### config.mk
export PLATFORM = sky130hd
export DESIGN_NAME = smart_cmd
export DESIGN_NICKNAME = d
export VERILOG_FILES = /design/src/rtl/smart_cmd_pkg.sv /design/src/rtl/smart_cmd.sv
export VERILOG_INCLUDE_DIRS = /design/src /design/src/rtl
export SDC_FILE = /design/constraint.sdc
export NUM_CORES = 1
export LEC_CHECK = 0
export BUFFER_PORTS_ARGS = -buffer_cell sky130_fd_sc_hd__buf_4
export CAP_MARGIN = 40
export CORE_MARGIN = 1
export CORE_UTILIZATION = 40
export DETAILED_ROUTE_END_ITERATION = 7
export GPL_TIMING_DRIVEN = 0
export SYNTH_ARGS = -nofsm -noshare
export SYNTH_HDL_FRONTEND = slang
export SYNTH_SLANG_ARGS = --single-unit
### constraint.sdc
create_clock -name clk -period 11.01 [get_ports clk]
set_clock_uncertainty 0.05 [all_clocks]
set_input_delay 2.202 -clock clk [delete_from_list [all_inputs] [get_ports clk]]
set_output_delay 2.202 -clock clk [all_outputs]
set_load 0.02 [all_outputs]
### src/rtl/smart_cmd_defs.svh
// Register offsets, field positions, codes and timing for the monitoring command block
`ifndef SMART_CMD_DEFS_SVH
`define SMART_CMD_DEFS_SVH

// ********************
// Register offsets
// ********************
`define OFF_SUBCMD 8'h00
`define OFF_TALLY 8'h04
`define OFF_INDEX 8'h08
`define OFF_SIG_LO 8'h0C
`define OFF_SIG_HI 8'h10
`define OFF_DRVHEAD 8'h14
`define OFF_COMMAND 8'h18
`define OFF_STATUS 8'h1C
`define OFF_CONFIG 8'h20
`define OFF_LOG_SEL 8'h24
`define OFF_LOG_DATA 8'h28
`define OFF_ERR_TOTAL 8'h2C

// ********************
// Field positions and reset values
// ********************
`define DRV_SEL_BIT 4
`define ST_BSY 0
`define ST_INTRQ 1
`define ST_ERR 2
`define ST_ABORT 3
`define ST_ENABLED 4
`define ST_DEGRADED 5
`define ST_NV_LOADED 6
`define ST_PM_LSB 8
`define ST_LOGCNT_LSB 12
`define TF_RESET 8'h00
`define IDENT_W82_SUPPORT_BIT 0

// ********************
// Command and subcommand codes
// ********************
`define CMD_MONITOR 8'hB0
`define SIG_LOW_VAL 8'h4F
`define SIG_HIGH_VAL 8'hC2
`define SUB_ENABLE 8'hD8
`define SUB_DISABLE 8'hD9
`define SUB_RET_STATUS 8'hDA
`define SUB_AUTOSAVE 8'hD2
`define SUB_SAVE 8'hD3
`define SUB_AUTO_OFFLINE 8'hDB
`define SUB_OFFLINE_NOW 8'hD4
`define SUB_LOG_READ 8'hD5
`define SUB_LOG_WRITE 8'hD6
`define CMD_IDLE_IMM_A 8'hE1
`define CMD_IDLE_IMM_B 8'h95
`define CMD_STBY_IMM_A 8'hE0
`define CMD_STBY_IMM_B 8'h94
`define CMD_SLEEP_A 8'hE6
`define CMD_SLEEP_B 8'h99
`define CMD_IDLE_A 8'hE3
`define CMD_IDLE_B 8'h97
`define CMD_STBY_A 8'hE2
`define CMD_STBY_B 8'h96

// ********************
// Timing
// ********************
`define CLK_PERIOD_NS 10
`define STAMP_TICK_NS 1000000
`define LOG_DEPTH 5

`endif

### src/rtl/smart_cmd_pkg.sv
// Types shared by the monitoring command block
package smart_cmd_pkg;

	typedef enum logic [2:0] {st_load, st_idle, st_exec, st_nvwr, st_done} cmd_state_t;

	typedef enum logic [1:0] {pm_active, pm_idle, pm_standby, pm_sleep} pm_state_t;

endpackage

### src/rtl/smart_cmd.sv
// Monitoring feature command interpreter with AXI4-Lite task-file access
// Overview of operation
// - Every monitoring operation uses command code B0h, split apart by the feature byte.
// - Signature low must be 4Fh, high C2h; bad feature or signature aborts.
// - Enable operation D8h: busy, switch monitoring on, drop busy, raise interrupt.
// - Disable operation D9h: busy, switch monitoring and its timers off, interrupt.
// - Disable while monitoring is off is aborted.
// - While off, every monitoring operation except enable is aborted.
// - Enabled state lives in non-volatile storage across power cycles.
// - Attributes are neither monitored nor saved unless monitoring is enabled.
// - Repeated enable leaves stored attribute values untouched.
// - Factory state of monitoring is disabled; system software enables it.
// - Identify data word 82 bit 0 advertises the monitoring feature.
// - Any attribute at or below its threshold reports impending fault.
// - Thresholds are fixed constants with no host write path.
// - Keep the last five errors, except while in standby or sleep.
// - Each log entry holds recent commands and the error's time stamp.
// - Disabling does not stop logging; it only hides the log from reads.
// - Firmware update wipes the log; update software zeroes the lifetime count.
// - When enabled, idle-immediate, standby-immediate and sleep save attributes.
// - With the standby timer running, save attributes before idle-to-standby.
// - Drive-select bit 4 picks the device; only matching commands are acted on.
//
// Added by the designer: the AXI4-Lite interface to the registers and the address map.
`timescale 1ns/1ps
`include "smart_cmd_defs.svh"

module smart_cmd
	import smart_cmd_pkg::*;
#(
	parameter int N_ATTR = 4,
	parameter logic [N_ATTR*8-1:0] ATTR_THRESH = {N_ATTR{8'h10}},
	parameter int TICK_CYCLES = `STAMP_TICK_NS / `CLK_PERIOD_NS
)
(
	input wire logic clk,
	input wire logic rst,
	input wire logic [7:0] s_axi_awaddr,
	input wire logic s_axi_awvalid,
	output logic s_axi_awready,
	input wire logic [31:0] s_axi_wdata,
	input wire logic [3:0] s_axi_wstrb,
	input wire logic s_axi_wvalid,
	output logic s_axi_wready,
	output logic [1:0] s_axi_bresp,
	output logic s_axi_bvalid,
	input wire logic s_axi_bready,
	input wire logic [7:0] s_axi_araddr,
	input wire logic s_axi_arvalid,
	output logic s_axi_arready,
	output logic [31:0] s_axi_rdata,
	output logic [1:0] s_axi_rresp,
	output logic s_axi_rvalid,
	input wire logic s_axi_rready,
	input wire logic nv_ready,
	input wire logic nv_enabled,
	output logic nv_wr,
	output logic nv_wr_data,
	input wire logic nv_wr_ack,
	input wire logic [N_ATTR*8-1:0] attr_values,
	output logic monitor_en,
	output logic attr_save,
	output logic degraded,
	output logic ext_sub_req,
	output logic [7:0] ext_sub_code,
	input wire logic standby_due,
	input wire logic err_event,
	input wire logic fw_update,
	output logic [15:0] ident_word82,
	output logic intrq
);

	// ********************
	// Helpers
	// ********************
	function automatic logic any_at_or_below(input logic [N_ATTR*8-1:0] vals);
		logic hit;
		hit = 1'b0;
		for (int i = 0; i < N_ATTR; i++)
			if (vals[i*8 +: 8] <= ATTR_THRESH[i*8 +: 8])
				hit = 1'b1;
		return hit;
	endfunction

	function automatic logic is_code(input logic [7:0] c, input logic [7:0] a,
		input logic [7:0] b);
		return (c == a) || (c == b);
	endfunction

	// ********************
	// State
	// ********************
	cmd_state_t state_r;
	pm_state_t pm_r;
	logic [7:0] subcmd_r, tally_r, index_r, sig_lo_r, sig_hi_r, drvhead_r, cmd_r;
	logic dev_id_r;
	logic bsy_r, err_r, abort_r, enabled_r, nv_loaded_r;
	logic [2:0] log_sel_r, log_wp_r, log_cnt_r;
	logic [31:0] log_mem [0:`LOG_DEPTH-1];
	logic [7:0] hist0_r, hist1_r;
	logic [15:0] err_total_r, stamp_r;
	logic [31:0] tick_cnt_r;
	logic aw_held_r, w_held_r;
	logic [7:0] awaddr_r;
	logic [31:0] wdata_r;
	logic [3:0] wstrb_r;

	// ********************
	// Bus decode
	// ********************
	wire logic aw_take = s_axi_awvalid && s_axi_awready;
	wire logic w_take = s_axi_wvalid && s_axi_wready;
	wire logic ar_take = s_axi_arvalid && s_axi_arready;
	wire logic do_wr = aw_held_r && w_held_r && !s_axi_bvalid;
	wire logic wr_lane0 = do_wr && wstrb_r[0];
	wire logic [7:0] wbyte = wdata_r[7:0];
	wire logic wr_map_ok = (awaddr_r[1:0] == 2'b00) && (awaddr_r <= `OFF_ERR_TOTAL);
	wire logic rd_map_ok = (s_axi_araddr[1:0] == 2'b00) && (s_axi_araddr <= `OFF_ERR_TOTAL);
	// Task file is frozen while busy, as a host may not load it mid-command
	wire logic tf_wr = wr_lane0 && !bsy_r;
	wire logic wr_subcmd = tf_wr && (awaddr_r == `OFF_SUBCMD);
	wire logic wr_tally = tf_wr && (awaddr_r == `OFF_TALLY);
	wire logic wr_index = tf_wr && (awaddr_r == `OFF_INDEX);
	wire logic wr_sig_lo = tf_wr && (awaddr_r == `OFF_SIG_LO);
	wire logic wr_sig_hi = tf_wr && (awaddr_r == `OFF_SIG_HI);
	wire logic wr_drvhead = tf_wr && (awaddr_r == `OFF_DRVHEAD);
	wire logic wr_cmd = tf_wr && (awaddr_r == `OFF_COMMAND);
	wire logic wr_config = wr_lane0 && (awaddr_r == `OFF_CONFIG);
	wire logic wr_log_sel = wr_lane0 && (awaddr_r == `OFF_LOG_SEL);
	wire logic wr_err_total = wr_lane0 && (awaddr_r == `OFF_ERR_TOTAL);
	wire logic rd_status = ar_take && (s_axi_araddr == `OFF_STATUS);
	wire logic dev_match = (drvhead_r[`DRV_SEL_BIT] == dev_id_r);
	wire logic cmd_start = wr_cmd && (state_r == st_idle) && dev_match;

	// ********************
	// Command decode
	// ********************
	wire logic is_monitor = (cmd_r == `CMD_MONITOR);
	wire logic sig_ok = (sig_lo_r == `SIG_LOW_VAL) && (sig_hi_r == `SIG_HIGH_VAL);
	wire logic sub_enable = (subcmd_r == `SUB_ENABLE);
	wire logic sub_disable = (subcmd_r == `SUB_DISABLE);
	wire logic sub_other = (subcmd_r == `SUB_RET_STATUS) || (subcmd_r == `SUB_AUTOSAVE)
		|| (subcmd_r == `SUB_SAVE) || (subcmd_r == `SUB_AUTO_OFFLINE)
		|| (subcmd_r == `SUB_OFFLINE_NOW) || (subcmd_r == `SUB_LOG_READ)
		|| (subcmd_r == `SUB_LOG_WRITE);
	wire logic cmd_idle_imm = is_code(cmd_r, `CMD_IDLE_IMM_A, `CMD_IDLE_IMM_B);
	wire logic cmd_stby_imm = is_code(cmd_r, `CMD_STBY_IMM_A, `CMD_STBY_IMM_B);
	wire logic cmd_sleep = is_code(cmd_r, `CMD_SLEEP_A, `CMD_SLEEP_B);
	wire logic cmd_idle = is_code(cmd_r, `CMD_IDLE_A, `CMD_IDLE_B);
	wire logic cmd_stby = is_code(cmd_r, `CMD_STBY_A, `CMD_STBY_B);
	wire logic cmd_power = cmd_idle_imm || cmd_stby_imm || cmd_sleep || cmd_idle || cmd_stby;
	// Feature or signature faults abort before the enabled state is even looked at
	wire logic mon_abort = is_monitor && (!sig_ok
		|| (!enabled_r && !sub_enable)
		|| (enabled_r && !sub_enable && !sub_disable && !sub_other));
	wire logic exec_abort = mon_abort || (!is_monitor && !cmd_power);
	wire logic want_on = is_monitor && !mon_abort && sub_enable && !enabled_r;
	wire logic want_off = is_monitor && !mon_abort && sub_disable;
	wire logic exec_ext = is_monitor && !mon_abort && sub_other;
	wire logic exec_save = !exec_abort && enabled_r && (cmd_idle_imm || cmd_stby_imm
		|| cmd_sleep);
	wire logic timer_save = standby_due && (pm_r == pm_idle) && enabled_r;
	wire logic log_ok = err_event && (pm_r != pm_standby) && (pm_r != pm_sleep);
	wire logic intrq_set = (state_r == st_done);
	wire logic [2:0] wp_next = (log_wp_r == 3'(`LOG_DEPTH - 1)) ? 3'h0 : log_wp_r + 3'h1;
	wire logic [31:0] log_word = (enabled_r && log_sel_r < 3'(`LOG_DEPTH))
		? log_mem[log_sel_r] : 32'h0000_0000;

	// ********************
	// Read mux
	// ********************
	logic [31:0] rd_word;
	always_comb
	begin
		rd_word = 32'h0000_0000;
		case (s_axi_araddr)
			`OFF_TALLY: rd_word = {24'h00_0000, tally_r};
			`OFF_INDEX: rd_word = {24'h00_0000, index_r};
			`OFF_SIG_LO: rd_word = {24'h00_0000, sig_lo_r};
			`OFF_SIG_HI: rd_word = {24'h00_0000, sig_hi_r};
			`OFF_DRVHEAD: rd_word = {24'h00_0000, drvhead_r};
			`OFF_STATUS:
			begin
				rd_word[`ST_BSY] = bsy_r;
				rd_word[`ST_INTRQ] = intrq;
				rd_word[`ST_ERR] = err_r;
				rd_word[`ST_ABORT] = abort_r;
				rd_word[`ST_ENABLED] = enabled_r;
				rd_word[`ST_DEGRADED] = degraded;
				rd_word[`ST_NV_LOADED] = nv_loaded_r;
				rd_word[`ST_PM_LSB +: 2] = pm_r;
				rd_word[`ST_LOGCNT_LSB +: 3] = log_cnt_r;
			end
			`OFF_CONFIG: rd_word = {31'h0000_0000, dev_id_r};
			`OFF_LOG_SEL: rd_word = {29'h0000_0000, log_sel_r};
			`OFF_LOG_DATA: rd_word = log_word;
			`OFF_ERR_TOTAL: rd_word = {16'h0000, err_total_r};
			default: rd_word = 32'h0000_0000;
		endcase
	end

	// ********************
	// AXI4-Lite slave
	// ********************
	always_ff @(posedge clk)
	begin
		if (rst)
		begin
			s_axi_awready <= 1'b1;
			s_axi_wready <= 1'b1;
			aw_held_r <= 1'b0;
			w_held_r <= 1'b0;
			awaddr_r <= 8'h00;
			wdata_r <= 32'h0000_0000;
			wstrb_r <= 4'h0;
			s_axi_bvalid <= 1'b0;
			s_axi_bresp <= 2'h0;
		end
		else
		begin
			if (aw_take)
			begin
				aw_held_r <= 1'b1;
				awaddr_r <= s_axi_awaddr;
				s_axi_awready <= 1'b0;
			end
			if (w_take)
			begin
				w_held_r <= 1'b1;
				wdata_r <= s_axi_wdata;
				wstrb_r <= s_axi_wstrb;
				s_axi_wready <= 1'b0;
			end
			if (do_wr)
			begin
				s_axi_bvalid <= 1'b1;
				s_axi_bresp <= wr_map_ok ? 2'h0 : 2'h2;
			end
			if (s_axi_bvalid && s_axi_bready)
			begin
				s_axi_bvalid <= 1'b0;
				aw_held_r <= 1'b0;
				w_held_r <= 1'b0;
				s_axi_awready <= 1'b1;
				s_axi_wready <= 1'b1;
			end
		end
	end

	always_ff @(posedge clk)
	begin
		if (rst)
		begin
			s_axi_arready <= 1'b1;
			s_axi_rvalid <= 1'b0;
			s_axi_rdata <= 32'h0000_0000;
			s_axi_rresp <= 2'h0;
		end
		else if (ar_take)
		begin
			s_axi_arready <= 1'b0;
			s_axi_rvalid <= 1'b1;
			s_axi_rdata <= rd_map_ok ? rd_word : 32'h0000_0000;
			s_axi_rresp <= rd_map_ok ? 2'h0 : 2'h2;
		end
		else if (s_axi_rvalid && s_axi_rready)
		begin
			s_axi_rvalid <= 1'b0;
			s_axi_arready <= 1'b1;
		end
	end

	// ********************
	// Task file
	// ********************
	always_ff @(posedge clk)
	begin
		if (rst)
		begin
			subcmd_r <= `TF_RESET;
			tally_r <= `TF_RESET;
			index_r <= `TF_RESET;
			sig_lo_r <= `TF_RESET;
			sig_hi_r <= `TF_RESET;
			drvhead_r <= `TF_RESET;
			cmd_r <= `TF_RESET;
			dev_id_r <= 1'b0;
			log_sel_r <= 3'h0;
		end
		else
		begin
			if (wr_subcmd) subcmd_r <= wbyte;
			if (wr_tally) tally_r <= wbyte;
			if (wr_index) index_r <= wbyte;
			if (wr_sig_lo) sig_lo_r <= wbyte;
			if (wr_sig_hi) sig_hi_r <= wbyte;
			if (wr_drvhead) drvhead_r <= wbyte;
			if (cmd_start) cmd_r <= wbyte;
			if (wr_config) dev_id_r <= wbyte[0];
			if (wr_log_sel) log_sel_r <= wbyte[2:0];
		end
	end

	// ********************
	// Command sequencer
	// ********************
	// Busy covers the persisted-state load, so no command lands before it
	always_ff @(posedge clk)
	begin
		if (rst)
		begin
			state_r <= st_load;
			bsy_r <= 1'b1;
			enabled_r <= 1'b0;
			nv_loaded_r <= 1'b0;
			err_r <= 1'b0;
			abort_r <= 1'b0;
			nv_wr <= 1'b0;
			nv_wr_data <= 1'b0;
			ext_sub_req <= 1'b0;
			ext_sub_code <= 8'h00;
			hist0_r <= 8'h00;
			hist1_r <= 8'h00;
		end
		else
		begin
			ext_sub_req <= 1'b0;
			case (state_r)
				st_load:
					if (nv_ready)
					begin
						enabled_r <= nv_enabled;
						nv_loaded_r <= 1'b1;
						bsy_r <= 1'b0;
						state_r <= st_idle;
					end
				st_idle:
					if (cmd_start)
					begin
						bsy_r <= 1'b1;
						err_r <= 1'b0;
						abort_r <= 1'b0;
						hist1_r <= hist0_r;
						hist0_r <= wbyte;
						state_r <= st_exec;
					end
				st_exec:
				begin
					err_r <= exec_abort;
					abort_r <= exec_abort;
					if (exec_ext)
					begin
						ext_sub_req <= 1'b1;
						ext_sub_code <= subcmd_r;
					end
					if (want_on || want_off)
					begin
						nv_wr <= 1'b1;
						nv_wr_data <= want_on;
						state_r <= st_nvwr;
					end
					else
						state_r <= st_done;
				end
				st_nvwr:
					if (nv_wr_ack)
					begin
						nv_wr <= 1'b0;
						enabled_r <= nv_wr_data;
						state_r <= st_done;
					end
				st_done:
				begin
					bsy_r <= 1'b0;
					state_r <= st_idle;
				end
				default: state_r <= st_load;
			endcase
		end
	end

	// Interrupt pending is cleared by a status read; a new completion wins
	always_ff @(posedge clk)
	begin
		if (rst)
			intrq <= 1'b0;
		else if (intrq_set)
			intrq <= 1'b1;
		else if (rd_status)
			intrq <= 1'b0;
	end

	// ********************
	// Power mode and attribute saving
	// ********************
	// Sleep is left by reset or by any idle or standby power command that completes without abort
	always_ff @(posedge clk)
	begin
		if (rst)
		begin
			pm_r <= pm_active;
			attr_save <= 1'b0;
		end
		else
		begin
			attr_save <= (state_r == st_exec && exec_save) || timer_save;
			if (state_r == st_exec && !exec_abort)
			begin
				if (cmd_idle_imm || cmd_idle) pm_r <= pm_idle;
				if (cmd_stby_imm || cmd_stby) pm_r <= pm_standby;
				if (cmd_sleep) pm_r <= pm_sleep;
			end
			else if (standby_due && pm_r == pm_idle)
				pm_r <= pm_standby;
		end
	end

	// Thresholds are parameters only; no register can reach them
	always_ff @(posedge clk)
	begin
		if (rst)
		begin
			monitor_en <= 1'b0;
			degraded <= 1'b0;
			ident_word82 <= 16'h0000;
		end
		else
		begin
			monitor_en <= enabled_r;
			degraded <= enabled_r && any_at_or_below(attr_values);
			ident_word82 <= 16'h0001 << `IDENT_W82_SUPPORT_BIT;
		end
	end

	// ********************
	// Error log
	// ********************
	// Time stamp counts coarse ticks so 16 bits span about a minute per wrap
	always_ff @(posedge clk)
	begin
		if (rst)
		begin
			tick_cnt_r <= 32'h0000_0000;
			stamp_r <= 16'h0000;
		end
		else if (tick_cnt_r == 32'(TICK_CYCLES - 1))
		begin
			tick_cnt_r <= 32'h0000_0000;
			stamp_r <= stamp_r + 16'h0001;
		end
		else
			tick_cnt_r <= tick_cnt_r + 32'h0000_0001;
	end

	// Logging runs regardless of the enabled state
	always_ff @(posedge clk)
	begin
		if (rst)
		begin
			log_wp_r <= 3'h0;
			log_cnt_r <= 3'h0;
			err_total_r <= 16'h0000;
		end
		else
		begin
			if (fw_update)
			begin
				log_wp_r <= 3'h0;
				log_cnt_r <= 3'h0;
			end
			else if (log_ok)
			begin
				log_mem[log_wp_r] <= {hist1_r, hist0_r, stamp_r};
				log_wp_r <= wp_next;
				if (log_cnt_r != 3'(`LOG_DEPTH))
					log_cnt_r <= log_cnt_r + 3'h1;
			end
			if (log_ok)
				err_total_r <= err_total_r + 16'h0001;
			else if (wr_err_total)
				err_total_r <= 16'h0000;
		end
	end

endmodule

==> results.py, run 1 <==
metrics = {
    "route": {
        "vias": 12200,
        "first_pass_iters": 6,
        "antenna_left": 0,
        "drt_iter0_drc": 990,
        "totalWireLength_um": 44700,
        "wl_per_cell_um": 20.0,
        "route.detailed.drc": 0,
        "viasPerCell": 5.47,
    },
    "power": {
        "seqPwrFrac": 0.494,
        "p_comb_frac": 0.053,
        "total_power_mw": 3.10,
        "power.density_mw_per_mm2": 158,
        "clock_power_share": 0.453,
        "p_leak_nw": 6.79,
        "p_switching_uw": 704,
        "sw_frac_of_total": 0.227,
        "intPower_mw": 2.40,
        "irDropWorstVdd_mv": 0.0985,
    },
    "timing": {
        "report.final.hold_viol_count": 0,
        "rsz0062_at_grt": "false",
        "period_needed_ps": 4100,
        "slew_viol_final": 0,
        "max_clock_freq_mhz": 244,
        "timing.final.crit_share": 0.372,
        "hold_ws_ps": 396,
        "worst_pin_slew_ps": 975,
        "tns_ps": 0,
        "finalSetupViolCount": 0,
        "setup_slack_ps": 6910,
        "max-slew-margin-rel": 0.344,
    },
    "floorplan": {
        "num_rows": 73,
        "start_util": 0.409,
        "die_width_um": 204,
        "coreArea_sq_mm": 0.0400,
        "die_h_um": 204,
        "io_pins": 169,
        "die_area_sq_mm": 0.0417,
    },
    "finish": {
        "postLayoutCellArea_sq_mm": 0.0196,
        "drive_gt1_frac": 0.177,
        "regArea_sq_mm": 0.00945,
        "final_net_count": 1775,
        "post-route-util": 0.489,
        "multi_input_area_sq_mm": 0.00647,
        "area_growth_pct": 19.7,
        "n_fill_cell": 3711,
        "stdcell_count": 2230,
    },
    "clock_tree": {
        "clock-sinks": 392,
        "cts_setup_buffers": 0,
        "cts_resized": 0,
        "cts_max_level": 2,
        "cts_buffer_depth": 3,
        "cts_hold_buf": 0,
        "cts_tree": "done",
        "cts_buffers": 43,
        "clkTransAtPathRegs_ps": 60,
        "clock_latency_ps": 560,
        "cts_root_buf": "clkbuf_16",
    },
    "yosys": {
        "synth-seq-area-share": 0.578,
        "synth-async-reset-ratio": 0,
        "synth_edf_count": 160,
        "syn_area_sq_mm": 0.0164,
        "ys.flop_type": "dfxtp_1",
        "synth.distinct_cells": 79,
        "syn_area_per_cell_sq_um": 11.1,
        "yosys_warnings": 0,
        "ys_ff_latch": 392,
        "synth_cells": 1475,
    },
    "critical_path": {
        "rrSetupSlack_ps": 8030,
        "cp_max_fo": 18,
        "max_stage_delay_ps": 600,
        "r2r_start": "awaddr_r[0]$_SDFFE_PP0P_",
        "slowest_stage": "nor2_4",
        "arrival_ps": 4310,
        "cp_cell_sequence": "buf_4 -> or2_2 -> clkbuf_1 -> nor3_1 -> nand2_1 -> nor2_4 -> buf_16",
        "crit_type": "in2reg",
        "worst-r2r-cell-count": 7,
        "cp.required_ps": 11220,
        "critPathCaptureType": "flop",
        "r2r_end": "hist1_r[1]$_SDFFE_PP0P_",
        "worst_setup_path_start_kind": "input port",
    },
    "global_route": {
        "grt_max_degree": 27,
        "grt_overflow": 0,
        "grt_pass1_wl_um": 69000,
        "grt_pass1_vias": 11900,
        "grtUsageTotal": 0.217,
        "antenna_found_initial": 0,
    },
    "worst_hold_path": {
        "whs_path_depth": 2,
        "hold_start": "s_axi_rdata[23]$_SDFFE_PP0P_",
        "whs_endpoint": "s_axi_rdata[23]$_SDFFE_PP0P_",
        "hold_class": "reg2reg",
    },
    "placement": {
        "postPlaceCellArea_sq_mm": 0.0182,
        "portBuffers": 122,
        "pre_cts_ws_ps": 6370,
        "dp_cells": 2151,
        "gp_congestion": 0.896,
        "hpwl_um": 31700,
    },
    "job": {
        "maxCapViolCount": 0,
    },
    "status": {
        "outcome": "complete, no violations",
    },
}
[logic make-up (layout without fill, tap and decap cells)]
kind of cell / Yosys count / after routing / share of synthesized area
AND/OR/NAND/NOR: 540 / 540 / 0.167
flip-flops: 392 / 392 / 0.578
adder cells (fa/ha/maj): 7 / 7 / 0.00536
buffers and inverters: 116 / 329 / 0.0314
AO/OA/AOI/OAI: 263 / 263 / 0.0997
XOR/XNOR: 42 / 42 / 0.0225
other: 1 / 18 / 0.000229
multiplexers: 114 / 114 / 0.0956
[cells in the final DEF (no fill, tap or decap), drive strengths merged, types with 11 or more instances in the layout]
| cell type | instances |
|---|---|
| clkbuf | 131 |
| nand3 | 73 |
| nor3 | 25 |
| mux2i | 65 |
| mux2 | 17 |
| nand2 | 166 |
| nor2b | 12 |
| nand4 | 22 |
| conb | 17 |
| dfxtp | 232 |
| buf | 163 |
| and3 | 12 |
| xnor2 | 22 |
| or3 | 11 |
| nor4 | 20 |
| a21oi | 112 |
| mux4 | 32 |
| a22oi | 28 |
| xor2 | 20 |
| inv | 23 |
| edfxtp | 160 |
| o21ai | 49 |
| nor2 | 133 |
[flip-flops by register name, summed over array words and instances (netlist names), 16 cells and up, named ones only]
register     count
log_mem        160
s_axi_rdata     32
tick_cnt_r      32
err_total_r     16
stamp_r         16
[layout make-up]
class	instances	share of cell area
timing repair buffer	135	0.0565
multi-input combinational	983	0.331
inverter	20	0.00384
clock buffer	64	0.0646
clock inverter	14	0.00543
buffer	96	0.0224
tap	525	0.0336
antenna	1	0.000128
sequential	392	0.483
[cell usage after synthesis, types with 20 or more instances]
cell        n  area share
nand3_1    73       0.022
a21oi_1   112       0.034
nand2_1   166       0.038
dfxtp_1   232        0.28
edfxtp_1  160        0.29
nand4_1    20      0.0077
xnor2_1    22       0.012
xor2_1     20       0.011
a22oi_1    28       0.013
o21ai_0    35       0.011
mux4_2     32       0.044
clkbuf_1   67       0.015
nor3_1     24      0.0073
mux2i_1    65       0.040
nor2_1    133       0.031
[critical path, delay by kind of cell]
family | cells | cell delay [ps]
and+or+nand+nor | 4 | 1460
buffers and inverters | 3 | 630
[how the worst max path moves through the flow]
stage	startpoint	end	slack, ps
floorplan	rst	log_mem[4][0]$_DFFE_PP_	5580
global placement	rst	log_mem[4][16]$_DFFE_PP_	3470
detailed placement	rst	log_mem[3][24]$_DFFE_PP_	6370
CTS	rst	log_mem[3][27]$_DFFE_PP_	6910
finish	rst	log_mem[3][27]$_DFFE_PP_	6910
global route	rst	log_mem[3][27]$_DFFE_PP_	6790
[per-layer routing]
layer  wire, um  GRT usage  up-vias
li1           -          -     5804
met1      19200      0.277     5975
met2      22100      0.373      353
met3       2240     0.0336       77
met4       1230     0.0704        0
met5          0          0        -
[power groups by stage]
| stage | sequential (mW) | combinational [mW] | clock [mW] |
|---|---|---|---|
| after CTS | 1.53 | 0.164 | 1.43 |
| after global placement | 1.56 | 0.160 | 0 |
| final | 1.53 | 0.165 | 1.40 |
| after detailed placement | 1.56 | 0.164 | 0 |
| after global routing | 1.53 | 0.179 | 1.49 |
| after floorplan | 1.56 | 0.0937 | 0 |
Note: power is estimated with default switching activity, not from simulation.
==> run 2: changes to the inputs <==
- clock period: 11.01 -> 3.95 ns (I/O delays scaled with it)
==> results.py, run 2 (synthesis gave the netlist of run 1 again) <==
metrics = {
    "status": {
        "outcome": "complete, no violations",
    },
    "critical_path": {
        "max_stage_delay_ps": 600,
        "cp_common_cell": "clkbuf_1",
        "cp_max_fo": 10,
        "critPathCaptureType": "flop",
        "worst-r2r-cell-count": 7,
        "r2r_start": "awaddr_r[3]$_SDFFE_PP0P_",
        "arrival_ps": 3210,
        "cp_cell_sequence": "nor4b_1 -> nand4b_1 -> or4_1 -> clkbuf_1 -> clkbuf_1 -> nand2_1 -> a21oi_1",
        "crit_type": "reg2reg",
        "slowest_stage": "nor4b_1",
        "cp.required_ps": 4300,
        "worst_setup_path_start_kind": "flop",
        "rrSetupSlack_ps": 1090,
        "r2r_end": "hist1_r[2]$_SDFFE_PP0P_",
        "cp_num_buf_inv": 2,
        "crit_family": "simple AND/OR/NAND/NOR gates",
    },
    "floorplan": {
        "coreArea_sq_mm": 0.0400,
        "die_area_sq_mm": 0.0417,
        "io_pins": 169,
        "die_h_um": 204,
        "start_util": 0.409,
        "num_rows": 73,
        "die_width_um": 204,
    },
    "global_route": {
        "grt_max_degree": 25,
        "grt_overflow": 0,
        "grtUsageTotal": 0.216,
        "grt_pass1_wl_um": 68500,
        "grt_pass1_vias": 11600,
        "antenna_found_initial": 2,
    },
    "placement": {
        "gp_congestion": 0.910,
        "hpwl_um": 31800,
        "dp_cells": 2150,
        "pre_cts_ws_ps": 819,
        "portBuffers": 122,
    },
    "worst_hold_path": {
        "hold_start": "s_axi_wvalid",
        "whs_endpoint": "s_axi_wready$_SDFFE_PP1P_",
        "hold_class": "in2reg",
        "whs_path_depth": 2,
    },
    "finish": {
        "layout_commonest_cell": "dfxtp_1",
        "largest_reg_flops": 160,
        "post-route-util": 0.488,
        "layout_common_cells": "232 x dfxtp_1, 166 x nand2_1, 160 x edfxtp_1",
        "area_growth_pct": 19.4,
        "largestRegisters": "log_mem x160, s_axi_rdata x32, tick_cnt_r x32",
        "top_register": "log_mem",
        "final_net_count": 1774,
        "stdcell_count": 2231,
        "drive_gt1_frac": 0.179,
    },
    "clock_tree": {
        "clkTransAtPathRegs_ps": 60,
        "clock_latency_ps": 580,
        "cts_resized": 0,
        "clock-sinks": 392,
        "cts_buffer_depth": 3,
        "cts_tree": "done",
        "cts_max_level": 2,
        "cts_root_buf": "clkbuf_16",
        "cts_setup_buffers": 0,
        "cts_hold_buf": 0,
        "cts_buffers": 43,
    },
    "timing": {
        "setup_slack_ps": 1090,
        "max-slew-margin-rel": 0.427,
        "max_clock_freq_mhz": 350,
        "slew_viol_final": 0,
        "report.final.hold_viol_count": 0,
        "timing.final.crit_share": 0.723,
        "finalSetupViolCount": 0,
        "worst_pin_slew_ps": 852,
        "rsz0062_at_grt": "false",
        "period_needed_ps": 2860,
        "tns_ps": 0,
    },
    "power": {
        "power.density_mw_per_mm2": 437,
        "p_leak_nw": 6.78,
        "irDropWorstVdd_mv": 0.263,
    },
    "route": {
        "viasPerCell": 5.46,
        "vias": 12200,
        "antenna_left": 0,
        "drt_iter0_drc": 814,
        "totalWireLength_um": 44700,
        "first_pass_iters": 5,
        "wl_per_cell_um": 20.0,
        "route.detailed.drc": 0,
    },
    "job": {
        "maxCapViolCount": 0,
    },
}
-- run 2: through the flow --
| step | hold WS (ps) | power (mW) | instance area (sq um) |
|---|---|---|---|
| final | 373 | 8.54 | 19500 |
| after detailed placement | 394 | 4.82 | 18200 |
| after floorplan | 368 | 4.62 | 16400 |
| after global routing | 370 | 8.82 | 19500 |
| after global placement | 382 | 4.80 | 18000 |
| after CTS | 356 | 8.63 | 19500 |
-- run 2: layout make-up --
cell class / instances / area, sq um
fillers: 3688 / 20500
flip-flops and latches: 392 / 9450
multi-input cells: 983 / 6480
clock buffers: 54 / 1190
repair buffers: 134 / 1090
well taps: 525 / 657
plain buffers: 96 / 439
clock inverters: 26 / 155
inverters: 20 / 75.1
diodes: 1 / 2.50
-- run 2: worst max path at each step --
stage / from / end / cells past startpoint
after floorplan: rst / log_mem[2][0]$_DFFE_PP_ / 5
after global placement: rst / log_mem[3][27]$_DFFE_PP_ / 6
after detailed placement: s_axi_araddr[1] / s_axi_rdata[16]$_SDFFE_PP0P_ / 6
after CTS: awaddr_r[0]$_SDFFE_PP0P_ / hist1_r[2]$_SDFFE_PP0P_ / 7
after global routing: pm_r[1]$_SDFFE_PP0P_ / log_mem[3][27]$_DFFE_PP_ / 7
final: awaddr_r[3]$_SDFFE_PP0P_ / hist1_r[2]$_SDFFE_PP0P_ / 7
-- run 2: power by group --
group          switching, mW  internal, mW
clock network           1.67          2.15
registers             0.0376          4.23
logic                  0.292         0.168
total                   1.99          6.55
-- run 2: per-layer routing --
metal	GRT usage	up-vias	wire [um]
met4	0.0917	0	1580
met2	0.361	376	21400
met5	0	-	0
li1	-	5791	-
met1	0.279	5928	19200
met3	0.0293	89	2450
==> run 3: changes to the inputs <==
- clock period: 3.95 -> 2.52 ns (I/O delays scaled with it)
==> results.py, run 3 (synthesis gave the netlist of run 1 again) <==
metrics = {
    "critical_path": {
        "cp.required_ps": 2720,
        "r2r_end": "log_mem[4][19]$_DFFE_PP_",
        "crit_family": "buffers and inverters",
        "cp_max_fo": 14,
        "r2r_start": "pm_r[1]$_SDFFE_PP0P_",
        "rrSetupSlack_ps": 100,
        "setup.worst_path.start": "pm_r[1]$_SDFFE_PP0P_",
        "crit_type": "reg2reg",
        "cp_num_buf_inv": 4,
        "worst-r2r-cell-count": 6,
        "slowest_stage": "nor3_4",
        "worst_setup_path_start_kind": "flop",
        "critPathCapture": "log_mem[4][19]$_DFFE_PP_",
        "arrival_ps": 2610,
        "path_depth": 6,
        "max_stage_delay_ps": 520,
        "cp_cell_sequence": "nand2b_1 -> clkbuf_1 -> clkbuf_2 -> nor3_4 -> buf_16 -> buf_8",
        "critPathCaptureType": "flop",
    },
    "finish": {
        "layout_commonest_cell": "dfxtp_1",
        "final_net_count": 1777,
        "n_fill_cell": 3621,
        "largestRegisters": "log_mem x160, s_axi_rdata x32, tick_cnt_r x32",
        "post-route-util": 0.492,
        "top_register": "log_mem",
        "stdcell_count": 2232,
        "layout_common_cells": "232 x dfxtp_1, 165 x nand2_1, 160 x edfxtp_1",
        "drive_gt1_frac": 0.187,
        "largest_reg_flops": 160,
        "area_growth_pct": 20.5,
    },
    "power": {
        "p_comb_frac": 0.052,
        "p_leak_nw": 6.86,
        "intPower_mw": 10.7,
        "p_switching_mw": 3.08,
        "irDropWorstVdd_mv": 0.510,
        "clock_power_share": 0.460,
        "power.density_mw_per_mm2": 697,
        "total_power_mw": 13.7,
        "seqPwrFrac": 0.489,
        "sw_frac_of_total": 0.224,
    },
    "floorplan": {
        "io_pins": 169,
        "die_width_um": 204,
        "num_rows": 73,
        "start_util": 0.409,
        "coreArea_sq_mm": 0.0400,
        "die_area_sq_mm": 0.0417,
        "die_h_um": 204,
    },
    "clock_tree": {
        "clock_latency_ps": 580,
        "cts_buffer_depth": 3,
        "cts_tree": "done",
        "clkTransAtPathRegs_ps": 60,
        "clock-sinks": 392,
        "cts_buffers": 43,
        "cts_hold_buf": 0,
        "cts_max_level": 2,
        "cts_root_buf": "clkbuf_16",
    },
    "route": {
        "route.detailed.drc": 0,
        "antenna_left": 0,
        "vias": 12300,
        "totalWireLength_um": 44900,
        "drt_iter0_drc": 937,
        "viasPerCell": 5.52,
        "wl_per_cell_um": 20.1,
        "first_pass_iters": 5,
    },
    "worst_hold_path": {
        "hold_class": "in2reg",
    },
    "global_route": {
        "grt_max_degree": 28,
        "grt_pass1_wl_um": 68200,
        "grt_pass1_vias": 11700,
        "grt_overflow": 0,
        "antenna_found_initial": 0,
        "grtUsageTotal": 0.215,
    },
    "timing": {
        "timing.final.crit_share": 0.959,
        "finalSetupViolCount": 0,
        "worst_pin_slew_ps": 930,
        "period_needed_ps": 2420,
        "max-slew-margin-rel": 0.376,
        "hold_ws_ps": 71.0,
        "tns_ps": 0,
        "report.final.hold_viol_count": 0,
        "rsz0062_at_grt": "false",
        "max_clock_freq_mhz": 414,
        "slew_viol_final": 0,
    },
    "job": {
        "maxCapViolCount": 0,
    },
    "placement": {
        "portBuffers": 122,
        "hpwl_um": 31500,
        "gp_congestion": 0.959,
        "dp_cells": 2149,
    },
    "status": {
        "outcome": "complete, no violations",
    },
}
==> run 3: cell types whose count changed in the layout (fill, tap and decap cells not counted), moves of 2 or more <==
cell,delta
a2111oi_0,-2
buf_8,-2
a2111oi_1,+2
clkbuf_2,+2
clkbuf_1,+2
clkinv_1,-6
buf_2,+2
clkinv_2,-7
buf_1,-2
buf_4,+6
clkinv_4,+2
bufinv_16,+4
inv_6,-2
==> run 3: worst min-delay path by stage <==
| stage | start | cells after the start | slack, ps | endpoint |
|---|---|---|---|---|
| CTS | s_axi_wvalid | 2 | 50 | s_axi_wready$_SDFFE_PP1P_ |
| global placement | tick_cnt_r[0]$_SDFF_PP0_ | 1 | 380 | tick_cnt_r[0]$_SDFF_PP0_ |
| global route | s_axi_wvalid | 2 | 90 | s_axi_wready$_SDFFE_PP1P_ |
| floorplan | tick_cnt_r[0]$_SDFF_PP0_ | 1 | 370 | tick_cnt_r[0]$_SDFF_PP0_ |
| detailed placement | tick_cnt_r[0]$_SDFF_PP0_ | 1 | 390 | tick_cnt_r[0]$_SDFF_PP0_ |
| finish | s_axi_wvalid | 2 | 70 | s_axi_wready$_SDFFE_PP1P_ |
==> run 3: cell type report <==
type                       count  area (sq um)  share of cell area
buffer                        93           439              0.0223
multi-input combinational    983          6520               0.331
clock buffer                  61          1200              0.0611
antenna                        1          2.50            0.000127
inverter                      20          75.1             0.00381
tap                          525           657              0.0333
timing repair buffer         140          1130              0.0576
sequential                   392          9450               0.480
clock inverter                17           218              0.0111
==> run 3: timing repair <==
action                                  CTS  global route
pin swaps                                 3             1
gates resized for setup                   7            12
buffers inserted                          2             5
endpoints found under the setup margin   84           183
==> run 3: power by group through the flow <==
stage	Combinational, mW	Clock, mW	Sequential, mW
2_1_floorplan	0.411	0	6.82
4_1_cts	0.705	6.45	6.71
3_5_place_dp	0.713	0	6.83
6_report	0.710	6.31	6.71
3_3_place_gp	0.703	0	6.83
5_1_grt	0.771	6.69	6.71
==> run 3: stage by stage <==
step	setup slack [ps]	area (sq um)
detailed placement	-252	18200
floorplan	-92.9	16400
global placement	-1130	18000
global route	5.14	19700
CTS	1.46	19600
finish	104	19700
==> run 3: worst register-to-register path, delay by kind of cell, from the launching register on <==
kind          cells  cell delay, ps
simple gates      2             720
buf+inv           4             860
flops             1             430
==> run 3: layer usage <==
metal  routed length, um  part of all wire  vias to the layer above  GRT usage
met3                2300             0.051                       89     0.0297
met1               19300              0.43                     6070      0.278
met4                1470             0.033                        0     0.0832
met2               21800              0.48                      345      0.362
met5                   0                 0                        -          0
li1                    -                 -                     5816          -
